File: src/verilog/tmas_map.svh
// address map, field positions, reset values and timing figures of the sink
`ifndef TMAS_MAP_SVH
`define TMAS_MAP_SVH
`define TMAS_CTRL_ADDR 8'h00
`define TMAS_STAT_ADDR 8'h04
`define TMAS_CTRL_RST 3'h0
`define TMAS_CTL_LBL_ACT 0
`define TMAS_CTL_VC3_ACT 1
`define TMAS_CTL_AIS_REP 2
`define TMAS_RESP_OK 2'h0
`define TMAS_RESP_ERR 2'h2
`define TMAS_LBL_HI 5
`define TMAS_LBL_LO 3
`define TMAS_MF_HI 2
`define TMAS_MF_LO 1
`define TMAS_EXP_LABEL 3'h4
`define TMAS_LBL_ACCEPT 3'h5
`define TMAS_MF_GOOD 3'h4
`define TMAS_MF_FIRST 2'h1
`define TMAS_MF_STEP 2'h1
`define TMAS_LABEL_POS 12'h000
`define TMAS_POH_BYTES 12'h001
`define TMAS_PTR1_IDX 11'h000
`define TMAS_PTR2_IDX 11'h001
`define TMAS_LOM_TIME_US 3000
`define TMAS_CLK_MHZ 100
`define TMAS_ALL_ONES 8'hFF
`define TMAS_NDF_NORMAL 4'h6
`define TMAS_NDF_ENABLED 4'h9
`define TMAS_PTR_MAX 10'h2FC
`define TMAS_AIS_FRAMES 2'h3
`define TMAS_NORM_FRAMES 2'h3
`define TMAS_LOP_FRAMES 4'h8
`endif

File: src/verilog/tmas_pkg.sv
// types shared by the sink modules
package tmas_pkg;
  typedef enum logic {out_of_multiframe_state, in_multiframe_state} tmas_mf_state_type;
  typedef enum logic [1:0] {tmas_pi_norm, tmas_pi_ais, tmas_pi_lop} tmas_pi_state_type;
endpackage : tmas_pkg

File: src/verilog/tmas_ptr_if.sv
// link between the adaptation stage and the vc-3 pointer sink
`timescale 1ns/1ns
`default_nettype none
interface tmas_ptr_if;
  logic byte_stb;
  logic [7:0] data;
  logic frame_start;
  logic is_ptr1;
  logic is_ptr2;
  logic is_pay;
  logic tsf;
  logic activate;
  logic ais_opt;
  logic [7:0] out_data;
  logic out_stb;
  logic out_fs;
  logic ssf;
  logic ais_def;
  logic lop_def;
  logic ais_cause;
  logic lop_cause;
  modport feed (output byte_stb, data, frame_start, is_ptr1, is_ptr2, is_pay, tsf,
                activate, ais_opt,
                input out_data, out_stb, out_fs, ssf, ais_def, lop_def, ais_cause,
                lop_cause);
  modport sink (input byte_stb, data, frame_start, is_ptr1, is_ptr2, is_pay, tsf,
                activate, ais_opt,
                output out_data, out_stb, out_fs, ssf, ais_def, lop_def, ais_cause,
                lop_cause);
endinterface : tmas_ptr_if
`default_nettype wire

File: src/verilog/tmas_ptr_sink.sv
// vc-3 sink: tu-3 pointer interpretation and all-ones insertion
`timescale 1ns/1ns
`default_nettype none
`include "tmas_map.svh"
module tmas_ptr_sink
  import tmas_pkg::*;
(
  // clock and reset
  input wire logic aclk,
  input wire logic aresetn,
  // stream from the adaptation stage
  tmas_ptr_if.sink p
);
  tmas_pi_state_type state;
  logic [7:0] h1;
  logic [9:0] ptr_act;
  logic [9:0] ptr_last;
  logic [1:0] ais_cnt;
  logic [1:0] norm_cnt;
  logic [3:0] inv_cnt;
  logic [11:0] pay_cnt;
  wire [9:0] ptr_val = {h1[1:0], p.data};
  wire all_ones = (h1 == `TMAS_ALL_ONES) && (p.data == `TMAS_ALL_ONES);
  wire ptr_ok = ptr_val <= `TMAS_PTR_MAX;
  wire ndf_norm = (h1[7:4] == `TMAS_NDF_NORMAL) && ptr_ok;
  wire ndf_new = (h1[7:4] == `TMAS_NDF_ENABLED) && ptr_ok;
  wire ptr_eval = p.byte_stb && p.is_ptr2;
  wire ais_hit = all_ones && (ais_cnt == `TMAS_AIS_FRAMES - 2'h1);
  wire norm_hit = ndf_norm && (ptr_val == ptr_last)
                  && (norm_cnt == `TMAS_NORM_FRAMES - 2'h1);
  wire inv_hit = !all_ones && !ndf_norm && !ndf_new
                 && (inv_cnt == `TMAS_LOP_FRAMES - 4'h1);
  wire ais_def = state == tmas_pi_ais;
  wire lop_def = state == tmas_pi_lop;
  // all-ones is applied on the next byte, well inside the 250 us limit
  wire all_ones_act = ais_def || lop_def || p.tsf || !p.activate;

  always_ff @(posedge aclk) begin
    if (!aresetn) begin
      h1 <= 8'h00;
    end else if (p.byte_stb && p.is_ptr1) begin
      h1 <= p.data;
    end
  end

  // pointer interpreter: norm / ais / lop
  always_ff @(posedge aclk) begin
    if (!aresetn) begin
      state <= tmas_pi_lop;
      ptr_act <= 10'h000;
      ptr_last <= 10'h000;
      ais_cnt <= 2'h0;
      norm_cnt <= 2'h0;
      inv_cnt <= 4'h0;
    end else if (ptr_eval) begin
      ptr_last <= ptr_val;
      ais_cnt <= all_ones ? ais_cnt + 2'h1 : 2'h0;
      norm_cnt <= (ndf_norm && ptr_val == ptr_last) ? norm_cnt + 2'h1 : 2'h0;
      inv_cnt <= (!all_ones && !ndf_norm && !ndf_new) ? inv_cnt + 4'h1 : 4'h0;
      case (state)
        tmas_pi_norm: begin
          if (ais_hit) begin
            state <= tmas_pi_ais;
          end else if (inv_hit) begin
            state <= tmas_pi_lop;
          end else if (ndf_new || norm_hit) begin
            ptr_act <= ptr_val;
          end
        end
        tmas_pi_ais, tmas_pi_lop: begin
          if (norm_hit) begin
            state <= tmas_pi_norm;
            ptr_act <= ptr_val;
          end else if (ais_hit) begin
            state <= tmas_pi_ais;
          end else if (inv_hit) begin
            state <= tmas_pi_lop;
          end
        end
        default: state <= tmas_pi_lop;
      endcase
    end
  end

  // payload byte count locates the vc-3 start
  always_ff @(posedge aclk) begin
    if (!aresetn) begin
      pay_cnt <= 12'h000;
    end else if (p.byte_stb && p.frame_start) begin
      pay_cnt <= 12'h000;
    end else if (p.byte_stb && p.is_pay) begin
      pay_cnt <= pay_cnt + 12'h001;
    end
  end

  always_ff @(posedge aclk) begin
    if (!aresetn) begin
      p.out_data <= `TMAS_ALL_ONES;
      p.out_stb <= 1'b0;
      p.out_fs <= 1'b0;
      p.ssf <= 1'b1;
      p.ais_def <= 1'b0;
      p.lop_def <= 1'b0;
      p.ais_cause <= 1'b0;
      p.lop_cause <= 1'b0;
    end else begin
      p.out_stb <= p.byte_stb && p.is_pay;
      p.out_fs <= p.byte_stb && p.is_pay && (pay_cnt == {2'h0, ptr_act});
      if (p.byte_stb && p.is_pay) begin
        p.out_data <= all_ones_act ? `TMAS_ALL_ONES : p.data;
      end
      p.ssf <= ais_def || lop_def || p.tsf;
      p.ais_def <= ais_def;
      p.lop_def <= lop_def;
      p.lop_cause <= p.activate && lop_def && !p.tsf;
      p.ais_cause <= p.activate && ais_def && !p.tsf && p.ais_opt;
    end
  end
endmodule : tmas_ptr_sink
`default_nettype wire

File: src/verilog/tmas_sink.sv
// path label / multiframe adaptation, trail termination and vc-3 sink top
`timescale 1ns/1ns
`default_nettype none
`include "tmas_map.svh"
module tmas_sink
  import tmas_pkg::*;
#(
  parameter int unsigned LOM_CYCLES = `TMAS_LOM_TIME_US * `TMAS_CLK_MHZ,
  parameter bit TIMESLOT = 1'b0
)(
  // clock and reset
  input wire logic aclk,
  input wire logic aresetn,
  // axi4-lite register slave
  input wire logic [7:0] s_axi_awaddr,
  input wire logic s_axi_awvalid,
  output logic s_axi_awready,
  input wire logic [31:0] s_axi_wdata,
  input wire logic [3:0] s_axi_wstrb,
  input wire logic s_axi_wvalid,
  output logic s_axi_wready,
  output logic [1:0] s_axi_bresp,
  output logic s_axi_bvalid,
  input wire logic s_axi_bready,
  input wire logic [7:0] s_axi_araddr,
  input wire logic s_axi_arvalid,
  output logic s_axi_arready,
  output logic [31:0] s_axi_rdata,
  output logic [1:0] s_axi_rresp,
  output logic s_axi_rvalid,
  input wire logic s_axi_rready,
  // incoming path, on the path clock
  input wire logic path_clk,
  input wire logic [7:0] path_data,
  input wire logic path_fs,
  input wire logic incoming_trail_fail,
  // tug-3 access point after the trail stage
  output logic [7:0] tug3_data,
  output logic tug3_stb,
  output logic tug3_fs,
  output logic tug3_mfs,
  output logic tu3_server_fail_out,
  output logic tug2_server_fail_out,
  output logic tu3_trail_fail_action,
  output logic tug2_trail_fail_action,
  // vc-3 output
  output logic [7:0] adapted_data_out,
  output logic vc3_stb,
  output logic vc3_fs,
  output logic vc3_server_fail
);
  tmas_ptr_if pif ();
  tmas_mf_state_type mf_state;
  logic [2:0] ctrl;
  logic [2:0] ck_s;
  logic [7:0] d1, d2, d3;
  logic [2:0] fs_s;
  logic [2:0] tf_s;
  logic trail_fail_in;
  logic [11:0] pos;
  logic [2:0] lbl_last;
  logic [2:0] lbl_cnt;
  logic [2:0] label_accepted;
  logic [1:0] mf_prev;
  logic [2:0] mf_good;
  logic [31:0] lom_timer;
  logic multiframe_loss_defect;
  logic label_mismatch_cause;
  logic multiframe_loss_cause;
  logic aw_got, w_got;
  logic [7:0] aw_addr;
  logic [31:0] w_data;
  logic [3:0] w_strb;

  // path clock edge found from the synchronised copy; data are stable by then
  wire byte_stb = ck_s[1] && !ck_s[2];
  wire fs_now = fs_s[2];
  wire [11:0] cur_pos = fs_now ? 12'h000 : pos + 12'h001;
  wire is_label = byte_stb && (cur_pos == `TMAS_LABEL_POS);
  wire [11:0] pay_pos = cur_pos - `TMAS_POH_BYTES;
  wire in_pay = cur_pos >= `TMAS_POH_BYTES;
  // timeslots a and b are byte interleaved; only one serves this sink
  wire my_slot = in_pay && (pay_pos[0] == TIMESLOT);
  wire [10:0] slot_idx = pay_pos[11:1];
  wire [2:0] lbl_now = d3[`TMAS_LBL_HI:`TMAS_LBL_LO];
  wire [1:0] mf_code = d3[`TMAS_MF_HI:`TMAS_MF_LO];
  wire mf_ok = mf_code == mf_prev + `TMAS_MF_STEP;
  wire label_mismatch_defect = label_accepted != `TMAS_EXP_LABEL;
  wire lbl_act = ctrl[`TMAS_CTL_LBL_ACT];
  wire tu3_server_fail_action = !lbl_act || label_mismatch_defect;
  wire tug2_server_fail_action = !lbl_act || label_mismatch_defect
                                 || multiframe_loss_defect;
  wire in_mf = mf_state == in_multiframe_state;

  // three-stage capture of everything that arrives on the path clock
  always_ff @(posedge aclk) begin
    if (!aresetn) begin
      ck_s <= 3'h0;
      fs_s <= 3'h0;
      tf_s <= 3'h0;
      d1 <= 8'h00;
      d2 <= 8'h00;
      d3 <= 8'h00;
    end else begin
      ck_s <= {ck_s[1:0], path_clk};
      fs_s <= {fs_s[1:0], path_fs};
      tf_s <= {tf_s[1:0], incoming_trail_fail};
      d1 <= path_data;
      d2 <= d1;
      d3 <= d2;
    end
  end

  always_ff @(posedge aclk) begin
    if (!aresetn) begin
      trail_fail_in <= 1'b0;
      pos <= 12'h000;
    end else begin
      if (tf_s[1] == tf_s[2]) begin
        trail_fail_in <= tf_s[2];
      end
      if (byte_stb) begin
        pos <= cur_pos;
      end
    end
  end

  // label acceptance: a new code counts after five equal frames
  always_ff @(posedge aclk) begin
    if (!aresetn) begin
      lbl_last <= `TMAS_EXP_LABEL;
      lbl_cnt <= 3'h0;
      label_accepted <= `TMAS_EXP_LABEL;
    end else if (is_label) begin
      lbl_last <= lbl_now;
      if (lbl_now != lbl_last) begin
        lbl_cnt <= 3'h1;
      end else if (lbl_cnt != `TMAS_LBL_ACCEPT) begin
        lbl_cnt <= lbl_cnt + 3'h1;
      end
      if (lbl_now == lbl_last && lbl_cnt == `TMAS_LBL_ACCEPT - 3'h1) begin
        label_accepted <= lbl_now;
      end
    end
  end

  // multiframe aligner
  always_ff @(posedge aclk) begin
    if (!aresetn) begin
      mf_state <= out_of_multiframe_state;
      mf_prev <= 2'h0;
      mf_good <= 3'h0;
    end else if (is_label) begin
      mf_prev <= mf_code;
      case (mf_state)
        out_of_multiframe_state: begin
          mf_good <= mf_ok ? mf_good + 3'h1 : 3'h0;
          if (mf_ok && mf_good == `TMAS_MF_GOOD - 3'h1) begin
            mf_state <= in_multiframe_state;
          end
        end
        in_multiframe_state: begin
          mf_good <= 3'h0;
          if (!mf_ok) begin
            mf_state <= out_of_multiframe_state;
          end
        end
        default: mf_state <= out_of_multiframe_state;
      endcase
    end
  end

  // loss-of-multiframe timer runs on aclk, so its length does not hang on the path
  always_ff @(posedge aclk) begin
    if (!aresetn) begin
      lom_timer <= 32'h0;
      multiframe_loss_defect <= 1'b0;
    end else if (in_mf) begin
      lom_timer <= 32'h0;
      multiframe_loss_defect <= 1'b0;
    end else if (lom_timer >= LOM_CYCLES - 32'h1) begin
      multiframe_loss_defect <= 1'b1;
    end else begin
      lom_timer <= lom_timer + 32'h1;
    end
  end

  // fault causes and the trail stage
  always_ff @(posedge aclk) begin
    if (!aresetn) begin
      label_mismatch_cause <= 1'b0;
      multiframe_loss_cause <= 1'b0;
      tu3_server_fail_out <= 1'b1;
      tug2_server_fail_out <= 1'b1;
      tu3_trail_fail_action <= 1'b1;
      tug2_trail_fail_action <= 1'b1;
      tug3_data <= 8'h00;
      tug3_stb <= 1'b0;
      tug3_fs <= 1'b0;
      tug3_mfs <= 1'b0;
    end else begin
      label_mismatch_cause <= lbl_act && label_mismatch_defect
                              && !trail_fail_in;
      multiframe_loss_cause <= lbl_act && multiframe_loss_defect && !trail_fail_in
                               && !label_mismatch_defect;
      tu3_server_fail_out <= tu3_server_fail_action;
      tug2_server_fail_out <= tug2_server_fail_action;
      tu3_trail_fail_action <= tu3_server_fail_action;
      tug2_trail_fail_action <= tug2_server_fail_action;
      tug3_stb <= byte_stb;
      tug3_fs <= byte_stb && fs_now;
      tug3_mfs <= is_label && in_mf && (mf_code == `TMAS_MF_FIRST);
      if (byte_stb) begin
        tug3_data <= d3;
      end
    end
  end

  // vc-3 sink fed with this timeslot; lower-order sinks are not built here
  assign pif.byte_stb = byte_stb;
  assign pif.data = d3;
  assign pif.frame_start = fs_now;
  assign pif.is_ptr1 = my_slot && (slot_idx == `TMAS_PTR1_IDX);
  assign pif.is_ptr2 = my_slot && (slot_idx == `TMAS_PTR2_IDX);
  assign pif.is_pay = my_slot && (slot_idx > `TMAS_PTR2_IDX);
  assign pif.tsf = tu3_trail_fail_action;
  assign pif.activate = ctrl[`TMAS_CTL_VC3_ACT];
  assign pif.ais_opt = ctrl[`TMAS_CTL_AIS_REP];

  tmas_ptr_sink u_vc3 (
    .aclk(aclk),
    .aresetn(aresetn),
    .p(pif.sink)
  );

  assign adapted_data_out = pif.out_data;
  assign vc3_stb = pif.out_stb;
  assign vc3_fs = pif.out_fs;
  assign vc3_server_fail = pif.ssf;

  // axi4-lite slave: address and data may arrive in either order
  wire aw_hs = s_axi_awvalid && s_axi_awready;
  wire w_hs = s_axi_wvalid && s_axi_wready;
  wire have_aw = aw_got || aw_hs;
  wire have_w = w_got || w_hs;
  wire do_wr = have_aw && have_w;
  wire [7:0] wr_addr = aw_got ? aw_addr : s_axi_awaddr;
  wire [31:0] wr_data = w_got ? w_data : s_axi_wdata;
  wire [3:0] wr_strb = w_got ? w_strb : s_axi_wstrb;
  wire wr_ctrl = wr_addr == `TMAS_CTRL_ADDR;
  wire wr_known = wr_ctrl || (wr_addr == `TMAS_STAT_ADDR);
  wire next_aw_got = have_aw && !do_wr;
  wire next_w_got = have_w && !do_wr;
  wire next_bvalid = do_wr || (s_axi_bvalid && !s_axi_bready);
  wire ar_hs = s_axi_arvalid && s_axi_arready;
  wire next_rvalid = ar_hs || (s_axi_rvalid && !s_axi_rready);
  wire rd_ctrl = s_axi_araddr == `TMAS_CTRL_ADDR;
  wire rd_stat = s_axi_araddr == `TMAS_STAT_ADDR;
  wire [31:0] stat_word = {20'h0, label_accepted, in_mf, pif.lop_def, pif.ais_def,
                           multiframe_loss_defect, label_mismatch_defect,
                           pif.ais_cause, pif.lop_cause, multiframe_loss_cause,
                           label_mismatch_cause};
  wire [31:0] rd_word = rd_ctrl ? {29'h0, ctrl} : (rd_stat ? stat_word : 32'h0);

  always_ff @(posedge aclk) begin
    if (!aresetn) begin
      aw_got <= 1'b0;
      w_got <= 1'b0;
      aw_addr <= 8'h00;
      w_data <= 32'h0;
      w_strb <= 4'h0;
      s_axi_awready <= 1'b0;
      s_axi_wready <= 1'b0;
      s_axi_bvalid <= 1'b0;
      s_axi_bresp <= `TMAS_RESP_OK;
    end else begin
      aw_got <= next_aw_got;
      w_got <= next_w_got;
      if (aw_hs) begin
        aw_addr <= s_axi_awaddr;
      end
      if (w_hs) begin
        w_data <= s_axi_wdata;
        w_strb <= s_axi_wstrb;
      end
      s_axi_awready <= !next_aw_got && !next_bvalid;
      s_axi_wready <= !next_w_got && !next_bvalid;
      s_axi_bvalid <= next_bvalid;
      if (do_wr) begin
        s_axi_bresp <= wr_known ? `TMAS_RESP_OK : `TMAS_RESP_ERR;
      end
    end
  end

  always_ff @(posedge aclk) begin
    if (!aresetn) begin
      ctrl <= `TMAS_CTRL_RST;
    end else if (do_wr && wr_ctrl && wr_strb[0]) begin
      ctrl <= wr_data[2:0];
    end
  end

  always_ff @(posedge aclk) begin
    if (!aresetn) begin
      s_axi_arready <= 1'b0;
      s_axi_rvalid <= 1'b0;
      s_axi_rdata <= 32'h0;
      s_axi_rresp <= `TMAS_RESP_OK;
    end else begin
      s_axi_arready <= !next_rvalid;
      s_axi_rvalid <= next_rvalid;
      if (ar_hs) begin
        s_axi_rdata <= rd_word;
        s_axi_rresp <= (rd_ctrl || rd_stat) ? `TMAS_RESP_OK : `TMAS_RESP_ERR;
      end
    end
  end
endmodule : tmas_sink
`default_nettype wire
File: config.mk
export PLATFORM = sky130hd
export DESIGN_NAME = tmas_sink
export DESIGN_NICKNAME = d
export VERILOG_FILES = /design/src/verilog/tmas_pkg.sv /design/src/verilog/tmas_ptr_if.sv /design/src/verilog/tmas_ptr_sink.sv /design/src/verilog/tmas_sink.sv
export VERILOG_INCLUDE_DIRS = /design/src /design/src/verilog
export SDC_FILE = /design/constraint.sdc
export NUM_CORES = 1
export LEC_CHECK = 0
export ABC_CLOCK_PERIOD_IN_PS = 3800
export BUFFER_PORTS_ARGS = -buffer_cell sky130_fd_sc_hd__buf_2
export CAP_MARGIN = 0
export CORE_UTILIZATION = 57
export DETAILED_ROUTE_END_ITERATION = 10
export GPL_TIMING_DRIVEN = 0
export PLACE_DENSITY = 0.8
export SYNTH_ARGS = -nofsm -noshare
export SYNTH_HDL_FRONTEND = slang
export SYNTH_SLANG_ARGS = --single-unit
File: constraint.sdc
create_clock -name aclk -period 3.8 [get_ports aclk]
set_clock_uncertainty 0.05 [all_clocks]
set_input_delay 0.95 -clock aclk [delete_from_list [all_inputs] [get_ports aclk]]
set_output_delay 0.95 -clock aclk [all_outputs]
set_load 0.02 [all_outputs]
==> flow_summary.json, run 1 <==
{
  "synth-async-reset-ratio_pct": 0,
  "p_per_area_nw_per_um2": 442,
  "clk_pin_slew_worst_paths_ns": 0.07,
  "synth_mux_area_share_pct": 6.00,
  "hold_violations": 0,
  "start_util_pct": 59.1,
  "cpPeakStageDelay_ns": 0.49,
  "multi_input_area_um2": 4470,
  "rows": 45,
  "grt_usage_pct": 27.5,
  "antenna_found_initial": 0,
  "drt-total-wl_um": 22300,
  "core_um2": 15400,
  "fp.dieW_um": 128,
  "wire_per_inst_um": 16.1,
  "die_y_um": 128,
  "synth_area_um2": 9110,
  "synth-seq-cells": 210,
  "path_cells": "ha_1, buf_2, nand3_2, xnor2_1, a211o_1, or3b_2, a21oi_2, o211a_4, buf_6, buf_2, o311a_1, o22ai_1",
  "leakage_nw": 4.35,
  "grtUsageMet2_pct": 45.2,
  "whs_ns": 0.375,
  "post-route-min-period_ns": 3.61,
  "busiest_layer": "met2",
  "worst_slack_ns": 0.192,
  "clock_latency_ns": 0.52,
  "grt_max_degree": 15,
  "synth_simple_gate_area_share_pct": 24.3,
  "syn_inst": 1035,
  "placed_area_um2": 9860,
  "via_count": 7676,
  "drive_gt1_share_pct": 14.5,
  "yosysUniqueCellTypes": 67,
  "timing.slew.headroom_pct": 8.95,
  "first_iter_violations": 737,
  "required_ns": 4.13,
  "irDropWorstVdd_v": 0.000383,
  "synth_adder_area_share_pct": 2.47,
  "synth_compound_area_share_pct": 10.4,
  "viasPerCell": 5.53,
  "drv_slew": 0,
  "firstDrtPassIters": 8,
  "grt_use_met3_pct": 4.91,
  "endpoint_kind": "flip-flop",
  "critical-path-slowest-cell": "dfxtp_1",
  "crit_type": "flip-flop to flip-flop",
  "place_ws_ns": 0.156,
  "final_antenna_net_count": 0,
  "nNetsFinal": 1249,
  "fillCellCount": 1258,
  "numCtsBuffers": 22,
  "min_path_type": "flip-flop to flip-flop",
  "use_met1_pct": 35.5,
  "fin_crit_sh_pct": 95.0,
  "cts_tree": "built",
  "port_buffers": 81,
  "stdcell_area_um2": 10600,
  "grt_overflow": 0,
  "gp_congestion": 0.905,
  "drc": 0,
  "cp.arrival_ns": 3.93,
  "setup_viol": 0,
  "synth_top_family_by_area": "simple AND/OR/NAND/NOR gates",
  "max_cap_violations": 0,
  "ioPinCount": 137,
  "ys.flop_type": "dfxtp_1",
  "cts_hold_buffers": 0,
  "antennaDiodeCount": 0,
  "register_area_um2": 4200,
  "synthXorXnorAreaFrac_pct": 4.90,
  "synth_edf_count": 0,
  "cts.sinks": 210,
  "avgSynthCellArea_um2": 8.80,
  "tightestPinTransition_ns": 1.35,
  "seq_area_frac_synth_pct": 46.1,
  "die-area_um2": 16500,
  "yosys_warnings": 0,
  "path_max_fanout": 10,
  "clk_path_buf_depth": 3,
  "cts-root-buf": "clkbuf_16",
  "place.detailed.hpwl_um": 15400,
  "fmax_mhz": 277,
  "crit_top_cell": "buf_2",
  "htree_num_levels": 1,
  "cp-start-kind": "flip-flop",
  "grt_pass1_wl_um": 35900,
  "grt_pass1_vias": 7187,
  "status": "completed",
  "area_growth_pct": 16.1
}
==> cell usage after synthesis, types with 4 or more instances <==
cell type	instances	share of area, %
dfxtp_1	210	46
a31oi_1	5	0.34
a211oi_1	5	0.41
buf_2	11	0.60
nand2b_1	6	0.41
a22oi_1	10	0.82
or2_2	4	0.27
nor2b_1	6	0.41
nor4_1	28	1.9
nand4_1	10	0.69
and2_1	38	2.6
o21ai_0	16	0.88
mux2i_1	52	5.7
clkbuf_1	46	1.9
nor3b_1	6	0.49
xnor2_1	36	3.5
buf_4	24	2.0
nor2_1	110	4.5
or4_1	16	1.3
nor3_1	18	0.99
and4_1	4	0.38
xor2_1	15	1.4
or3_1	4	0.27
inv_1	22	0.91
and3_1	29	2.0
a21oi_1	74	4.1
ha_1	18	2.5
nand3_1	23	1.3
nand2_1	124	5.1
o31ai_1	13	1.1
==> path summary, 6_finish.rpt <==
kind	start	to	slack, ns	depth (start not counted)
hold reg to reg	d2[7]	d3[7]	0.38	1
setup reg to reg	pos[1]	u_vc3.inv_cnt[2]	0.19	12
setup / recovery	pos[1]	u_vc3.inv_cnt[2]	0.19	12
hold / removal	d2[7]	d3[7]	0.38	1
==> cell families after synthesis <==
kind of cell | count (synthesis)
other cells | 1
simple gates | 443
xor+xnor | 51
compound gates | 151
flops | 210
fa+ha+maj | 18
mux | 54
buf+inv | 107
==> critical path: cells and delay by family, from the launching register on <==
| kind | cells | cell delay [ns] |
|---|---|---|
| AOI/OAI and AO/OA | 5 | 1.13 |
| and+or+nand+nor | 2 | 0.72 |
| buffers and inverters | 3 | 0.65 |
| DFF | 1 | 0.49 |
| adders and majority gates | 1 | 0.20 |
| xor gates and xnor gates | 1 | 0.20 |
==> cell usage in the layout (no fill, tap or decap), types with 12 or more instances in the layout <==
cell type and instances:
dfxtp_1 210, and2_1 38, or4_1 16, buf_2 92, xnor2_1 36, inv_1 22, o31ai_1 12, nor4_1 27
nand3_1 23, ha_1 18, buf_4 24, conb_1 22, a21oi_1 74, clkbuf_1 53, clkbuf_16 22, xor2_1 15
nor2_1 110, nand2_1 124, nor3_1 18, o21ai_0 16, and3_1 29, mux2i_1 52
==> layer usage <==
layer	vias up	routed length [um]	part of all wire, %
li1	3787	-	-
met1	3563	9910	44
met2	254	10200	46
met3	72	1240	5.6
met4	0	928	4.2
met5	-	0	0
==> final cells by class <==
type / instances / share of cell area, %
multi-input combinational: 739 / 42.3
clock inverter: 6 / 0.733
tap: 211 / 2.50
inverter: 23 / 0.816
clock buffer: 33 / 5.97
timing repair buffer: 81 / 3.83
sequential: 210 / 39.7
buffer: 84 / 4.12
==> flip-flops by register name (all words and copies together) (netlist names), 4 cells and up <==
| signal | cells |
|---|---|
| lom_timer | 32 |
| pos | 12 |
| s_axi_rdata | 12 |
| u_vc3.pay_cnt | 12 |
| u_vc3.ptr_act | 10 |
| u_vc3.ptr_last | 10 |
| aw_addr | 8 |
| d1 | 8 |
| d2 | 8 |
| d3 | 8 |
| tug3_data | 8 |
| u_vc3.h1 | 8 |
| u_vc3.p.out_data | 8 |
| u_vc3.inv_cnt | 4 |
==> per-stage QoR <==
step | util [%] | instances | setup TNS [ns] | power (mW)
global placement | 63.9 | 1348 | 0 | 2.61
finish | 68.6 | 1387 | 0 | 4.68
CTS | 68.5 | 1387 | 0 | 4.70
floorplan | - | 1056 | 0 | 2.51
global route | 68.6 | 1387 | -0.0190 | 4.83
detailed placement | 63.9 | 1348 | 0 | 2.61
==> power by group <==
part	internal [mW]	switching, mW	leakage [nW]
Combinational	0.106	0.209	2.30
Clock	1.23	0.878	0.348
Sequential	2.24	0.0227	1.70
==> timing repair <==
item / CTS / global route
endpoints found under the hold margin: 0 / 0
setup endpoints to repair: 0 / 53
setup buffers: 0 / 0
resized for setup: 0 / 2
Power figures use the tool's default switching activity.
==> run 2: changes to the inputs <==
Settings changed: CORE_ASPECT_RATIO set to 1.5, CORE_UTILIZATION 57 to 50, CTS_BUF_LIST set to sky130_fd_sc_hd__clkbuf_4 sky130_fd_sc_hd__clkbuf_8 sky130_fd_sc_hd__clkbuf_16, PLACE_DENSITY 0.8 to 0.71.
==> run 2 against run 1 <==
The run now ends with DRC left. Wire length decreased by 1.8%. Via count decreased by 0.95%. Sequential power about the same. Worst setup slack improved by 0.043 ns. Largest power group unchanged.
==> flow_summary.json, run 2 (synthesis results as in run 1) <==
{
  "port_buffers": 81,
  "crit_top_cell": "o311a_1",
  "worst_slack_ns": 0.235,
  "grt_max_degree": 16,
  "postCtsSetupRepairBufs": 0,
  "rsz0062_at_grt": "no",
  "final_antenna_net_count": 0,
  "fin_crit_sh_pct": 93.8,
  "p_per_area_nw_per_um2": 438,
  "largest_reg_flops": 32,
  "path_delay_family": "compound AO/OA/AOI/OAI gates",
  "clock_latency_ns": 0.50,
  "whs_ns": 0.381,
  "clk_pin_slew_worst_paths_ns": 0.07,
  "path_cells": "clkbuf_1, nor2_1, inv_1, ha_1, nand3_1, o311a_1, o32a_1, nor4_2, o211a_4, buf_6, buf_2, o311a_1, o22ai_1",
  "violations": "DRC",
  "cts-root-buf": "clkbuf_16",
  "final_cell_mix": "dfxtp_1 (210), nand2_1 (124), nor2_1 (110)",
  "fp.dieW_um": 112,
  "setup_viol": 0,
  "cts_resized": 0,
  "grt_pass1_vias": 7383,
  "wire_per_inst_um": 15.7,
  "numCtsBuffers": 21,
  "layout_commonest_cell": "dfxtp_1",
  "place_ws_ns": 0.196,
  "min_to": "d3[5]",
  "cts_tree": "built",
  "rr_worst_depth": 13,
  "grt_usage_pct": 23.7,
  "die-area_um2": 18800,
  "required_ns": 4.12,
  "hold_violations": 0,
  "path_max_fanout": 10,
  "htree_num_levels": 1,
  "setup_tns_ns": 0,
  "endpoint_kind": "flip-flop",
  "clkPwrFrac_pct": 44.5,
  "post-route-min-period_ns": 3.56,
  "start_util_pct": 51.0,
  "place.detailed.hpwl_um": 15700,
  "antennaDiodeCount": 0,
  "antenna_found_initial": 0,
  "ioPinCount": 137,
  "clk_path_buf_depth": 3,
  "cts.sinks": 210,
  "drv_slew": 0,
  "internal-power_mw": 3.51,
  "seqPwrFrac_pct": 48.9,
  "min_path_type": "flip-flop to flip-flop",
  "area_growth_pct": 15.8,
  "grt_pass1_wl_um": 35900,
  "nNetsFinal": 1248,
  "p_sw_mw": 1.10,
  "irDropWorstVdd_v": 0.000506,
  "top_register": "lom_timer",
  "cts_hold_buffers": 0,
  "leakage_nw": 4.34,
  "first_iter_violations": 443,
  "reg2reg_slack_ns": 0.24,
  "sw_frac_of_total_pct": 23.9,
  "die_y_um": 167,
  "drive_gt1_share_pct": 14.9,
  "hold_depth": 1,
  "timing.slew.headroom_pct": 25.0,
  "critical-path-slowest-cell": "dfxtp_1",
  "grt_overflow": 0,
  "status": "finished with violations",
  "tightestPinTransition_ns": 1.11,
  "fmax_mhz": 281,
  "firstDrtPassIters": 8,
  "viasPerCell": 5.47,
  "gp_congestion": 0.855,
  "p_comb_share_pct": 6.7,
  "max_cap_violations": 0,
  "path_buf_inv": 4,
  "hold_start": "d2[5]",
  "cpPeakStageDelay_ns": 0.45,
  "rr_startpoint": "fs_s[2]",
  "core_um2": 17900,
  "rows": 60,
  "r2r-end": "u_vc3.inv_cnt[2]",
  "drt-total-wl_um": 21900,
  "via_count": 7603,
  "crit_type": "flip-flop to flip-flop",
  "drc": 3,
  "cp-start-kind": "flip-flop",
  "cp.arrival_ns": 3.89,
  "fillCellCount": 1636
}
==> run 2: power by group through the flow <==
stage | clock network (mW) | registers (mW) | logic (mW)
6_report | 2.05 | 2.26 | 0.308
5_1_grt | 2.18 | 2.26 | 0.336
4_1_cts | 2.09 | 2.26 | 0.305
3_5_place_dp | 0 | 2.31 | 0.304
3_3_place_gp | 0 | 2.31 | 0.301
2_1_floorplan | 0 | 2.31 | 0.200
==> run 2: worst max-delay path by stage <==
stage                                      to  cells after the start  startpoint
after floorplan                u_vc3.state[1]                     11      pos[1]
after detailed placement       u_vc3.state[1]                     12     fs_s[2]
final                        u_vc3.inv_cnt[2]                     13     fs_s[2]
after CTS                    u_vc3.inv_cnt[2]                     13     fs_s[2]
after global placement         u_vc3.state[1]                     12     fs_s[2]
after global routing      u_vc3.p.out_data[4]                     12      pos[1]
==> run 2: metrics by stage <==
step / std cells / total power [mW] / util [%] / cell area (um^2)
floorplan: 1056 / 2.51 / - / 9190
global placement: 1354 / 2.61 / 55.2 / 9870
detailed placement: 1354 / 2.61 / 55.2 / 9870
CTS: 1391 / 4.65 / 59.0 / 10500
global route: 1391 / 4.78 / 59.0 / 10500
finish: 1391 / 4.62 / 59.0 / 10500
==> run 2: routing by layer <==
layer | part of all wire (%) | vias to the layer above | track usage, %
met3 | 4.6 | 60 | 3.37
met4 | 3.7 | 0 | 10.6
met5 | 0 | - | 0
met1 | 41 | 3578 | 26.6
li1 | - | 3792 | -
met2 | 51 | 173 | 43.7
==> run 2: area by class of cell <==
cell class	instances	area (um^2)	share of cell area [%]
multi-input combinational	739	4470	42.4
sequential	210	4200	39.9
clock buffer	23	541	5.12
buffer	84	435	4.13
timing repair buffer	81	405	3.84
tap	217	272	2.57
clock inverter	14	136	1.29
inverter	23	86.3	0.818
==> run 3: changes to the inputs <==
Settings changed: ABC_AREA set to 1, CTS_BUF_LIST sky130_fd_sc_hd__clkbuf_4 sky130_fd_sc_hd__clkbuf_8 sky130_fd_sc_hd__clkbuf_16 to not set, CTS_CLUSTER_DIAMETER set to 200.
==> run 3 against run 2 <==
Maximum frequency is 26% higher. First-iteration DRC count is 2.9% lower. Via count is 12% higher. Area after synthesis is 5.5% higher. Sequential share of layout area is 2.3 points lower. Die area is 5.4% higher. Wire length is 9.5% higher. The run now ends clean. Non-clock buffer count is 12 lower. Largest power group unchanged. Highest routed layer unchanged. Register-to-register slack better by 0.73 ns. Cell count is 21% higher. Combinational power is 35% higher. Worst hold slack worse by 0.022 ns.
==> flow_summary.json, run 3 <==
{
  "status": "completed",
  "fin_crit_sh_pct": 74.6,
  "cts-root-buf": "clkbuf_16",
  "seq_area_frac_synth_pct": 43.7,
  "drt-total-wl_um": 23900,
  "path_buf_inv": 2,
  "place_ws_ns": 0.578,
  "cp.arrival_ns": 3.16,
  "clkPwrFrac_pct": 45.7,
  "port_buffers": 82,
  "grt_max_degree": 16,
  "clk_pin_slew_worst_paths_ns": 0.06,
  "place_inst": 1655,
  "start_util_pct": 51.4,
  "power.total_mw": 5.00,
  "cts_hold_buffers": 0,
  "min_path_type": "flip-flop to flip-flop",
  "post-route-min-period_ns": 2.83,
  "firstDrtPassIters": 5,
  "ioPinCount": 137,
  "busiest_layer": "met2",
  "synth_top_area_share_pct": 43.7,
  "fp.dieW_um": 115,
  "drive_gt1_share_pct": 13.4,
  "synth-async-reset-ratio_pct": 0,
  "rsz0062_at_grt": "no",
  "place.detailed.hpwl_um": 18000,
  "path_delay_family": "simple AND/OR/NAND/NOR gates",
  "postLayoutCoreUtil_pct": 59.8,
  "hold_violations": 0,
  "fmax_mhz": 353,
  "viasPerCell": 5.06,
  "antennaDiodeCount": 0,
  "p_per_area_nw_per_um2": 447,
  "drv_slew": 0,
  "timing.slew.headroom_pct": 44.4,
  "antenna_found_initial": 0,
  "cts.sinks": 210,
  "p_sw_mw": 1.17,
  "layout_commonest_cell": "nand2_1",
  "core_um2": 18700,
  "use_met1_pct": 26.6,
  "setup_viol": 0,
  "drc": 0,
  "seqPwrFrac_pct": 46.0,
  "wire_per_inst_um": 14.2,
  "area_growth_pct": 16.4,
  "placed_area_um2": 10400,
  "yosysUniqueCellTypes": 48,
  "crit_type": "flip-flop to flip-flop",
  "rows": 61,
  "grt_overflow": 0,
  "die-area_um2": 19800,
  "sw_frac_of_total_pct": 23.4,
  "stdcell_area_um2": 11200,
  "yosysTopAreaCell": "dfxtp_1",
  "cts_resized": 0,
  "htree_num_levels": 1,
  "grt_use_met3_pct": 3.56,
  "ys_top_cells_by_area": "dfxtp_1 (44%), nand2_1 (9.8%), inv_1 (7.3%), a21oi_1 (5.4%), nor2_1 (4.9%)",
  "ys.flop_type": "dfxtp_1",
  "numCtsBuffers": 21,
  "endpoint_kind": "flip-flop",
  "whs_ns": 0.359,
  "cp-start-kind": "flip-flop",
  "grt_pass1_vias": 8303,
  "path_max_fanout": 10,
  "clk_path_buf_depth": 3,
  "final_antenna_net_count": 0,
  "final_cell_mix": "nand2_1 (251), dfxtp_1 (210), inv_1 (186)",
  "grt_pass1_wl_um": 39600,
  "max_cap_violations": 0,
  "top_register": "lom_timer",
  "setup_tns_ns": 0,
  "via_count": 8548,
  "avgSynthCellArea_um2": 7.39,
  "irDropWorstVdd_v": 0.000417,
  "path_cells": "ha_1, nand2_1, ha_1, inv_1, nor2_1, nand3_2, o21bai_1, nand2_1, nor2_1, nand2_1, nor2_1, nand3_2, buf_4, o21ai_1, a21oi_1",
  "cts_tree": "built",
  "clock_latency_ns": 0.49,
  "layout.cells.non_filler": 1690,
  "syn_inst": 1300,
  "synth_edf_count": 0,
  "required_ns": 4.13,
  "grtUsageMet2_pct": 47.7,
  "tightestPinTransition_ns": 0.828,
  "die_y_um": 172,
  "leakage_nw": 4.94,
  "synth-seq-cells": 210,
  "yosysMostFrequentCell": "nand2_1",
  "synth_area_um2": 9610,
  "worst_slack_ns": 0.967,
  "postCtsSetupRepairBufs": 0,
  "synth_common_cells": "nand2_1 (251), dfxtp_1 (210), inv_1 (186)",
  "critical-path-slowest-cell": "dfxtp_1",
  "internal-power_mw": 3.83,
  "nNetsFinal": 1514,
  "grt_usage_pct": 25.1,
  "largest_reg_flops": 32,
  "first_iter_violations": 430,
  "p_comb_share_pct": 8.3,
  "cpPeakStageDelay_ns": 0.43,
  "gp_congestion": 0.929,
  "yosys_warnings": 0
}
[run 3: kinds of logic (layout without fill, tap and decap cells)]
kind of cell               Yosys count  in the layout  synth area share, %
AOI/OAI and AO/OA                  220            220                 12.6
xor gates and xnor gates            33             33                 3.01
adders and majority gates           18             18                 2.34
buffers and inverters              265            382                 11.8
DFF                                210            210                 43.7
muxes                                1              1                0.104
other                                1             22               0.0390
and+or+nand+nor                    552            552                 26.4
[run 3: worst register-to-register path: cells and delay by family (launching register included)]
kind            cells  cell delay [ns]
fa+ha+maj           2             0.48
simple gates        8             1.17
compound gates      3             0.34
buf+inv             2             0.28
flops               1             0.43
[run 3: cell type report]
cell class / count / area, um^2
Buffer: 71 / 403
Clock inverter: 9 / 181
Fill cell: 1790 / 7510
Inverter: 194 / 728
Multi-Input combinational cell: 846 / 4360
Sequential cell: 210 / 4200
Timing Repair Buffer: 82 / 410
Clock buffer: 26 / 584
Tap cell: 252 / 315
[run 3: worst paths after layout]
| check | start | slack (ns) | to | cells past startpoint |
|---|---|---|---|---|
| worst max-delay path | pos[0] | 0.97 | u_vc3.h1[5] | 15 |
| worst min-delay path | d2[6] | 0.36 | d3[6] | 2 |
| worst max register to register | pos[0] | 0.97 | u_vc3.h1[5] | 15 |
| worst min register to register | d2[6] | 0.36 | d3[6] | 2 |
[run 3: power by group through the flow]
stage / Sequential [mW] / Clock [mW] / Combinational (mW)
6_report: 2.30 / 2.28 / 0.417
3_5_place_dp: 2.35 / 0 / 0.413
2_1_floorplan: 2.36 / 0 / 0.277
3_3_place_gp: 2.35 / 0 / 0.408
5_1_grt: 2.30 / 2.42 / 0.469
4_1_cts: 2.30 / 2.33 / 0.417
[run 3: layer usage]
layer / wire length (um) / share of wire, %
met1: 9310 / 39
met2: 12600 / 52
met3: 891 / 3.7
met4: 1170 / 4.9
met5: 0 / 0
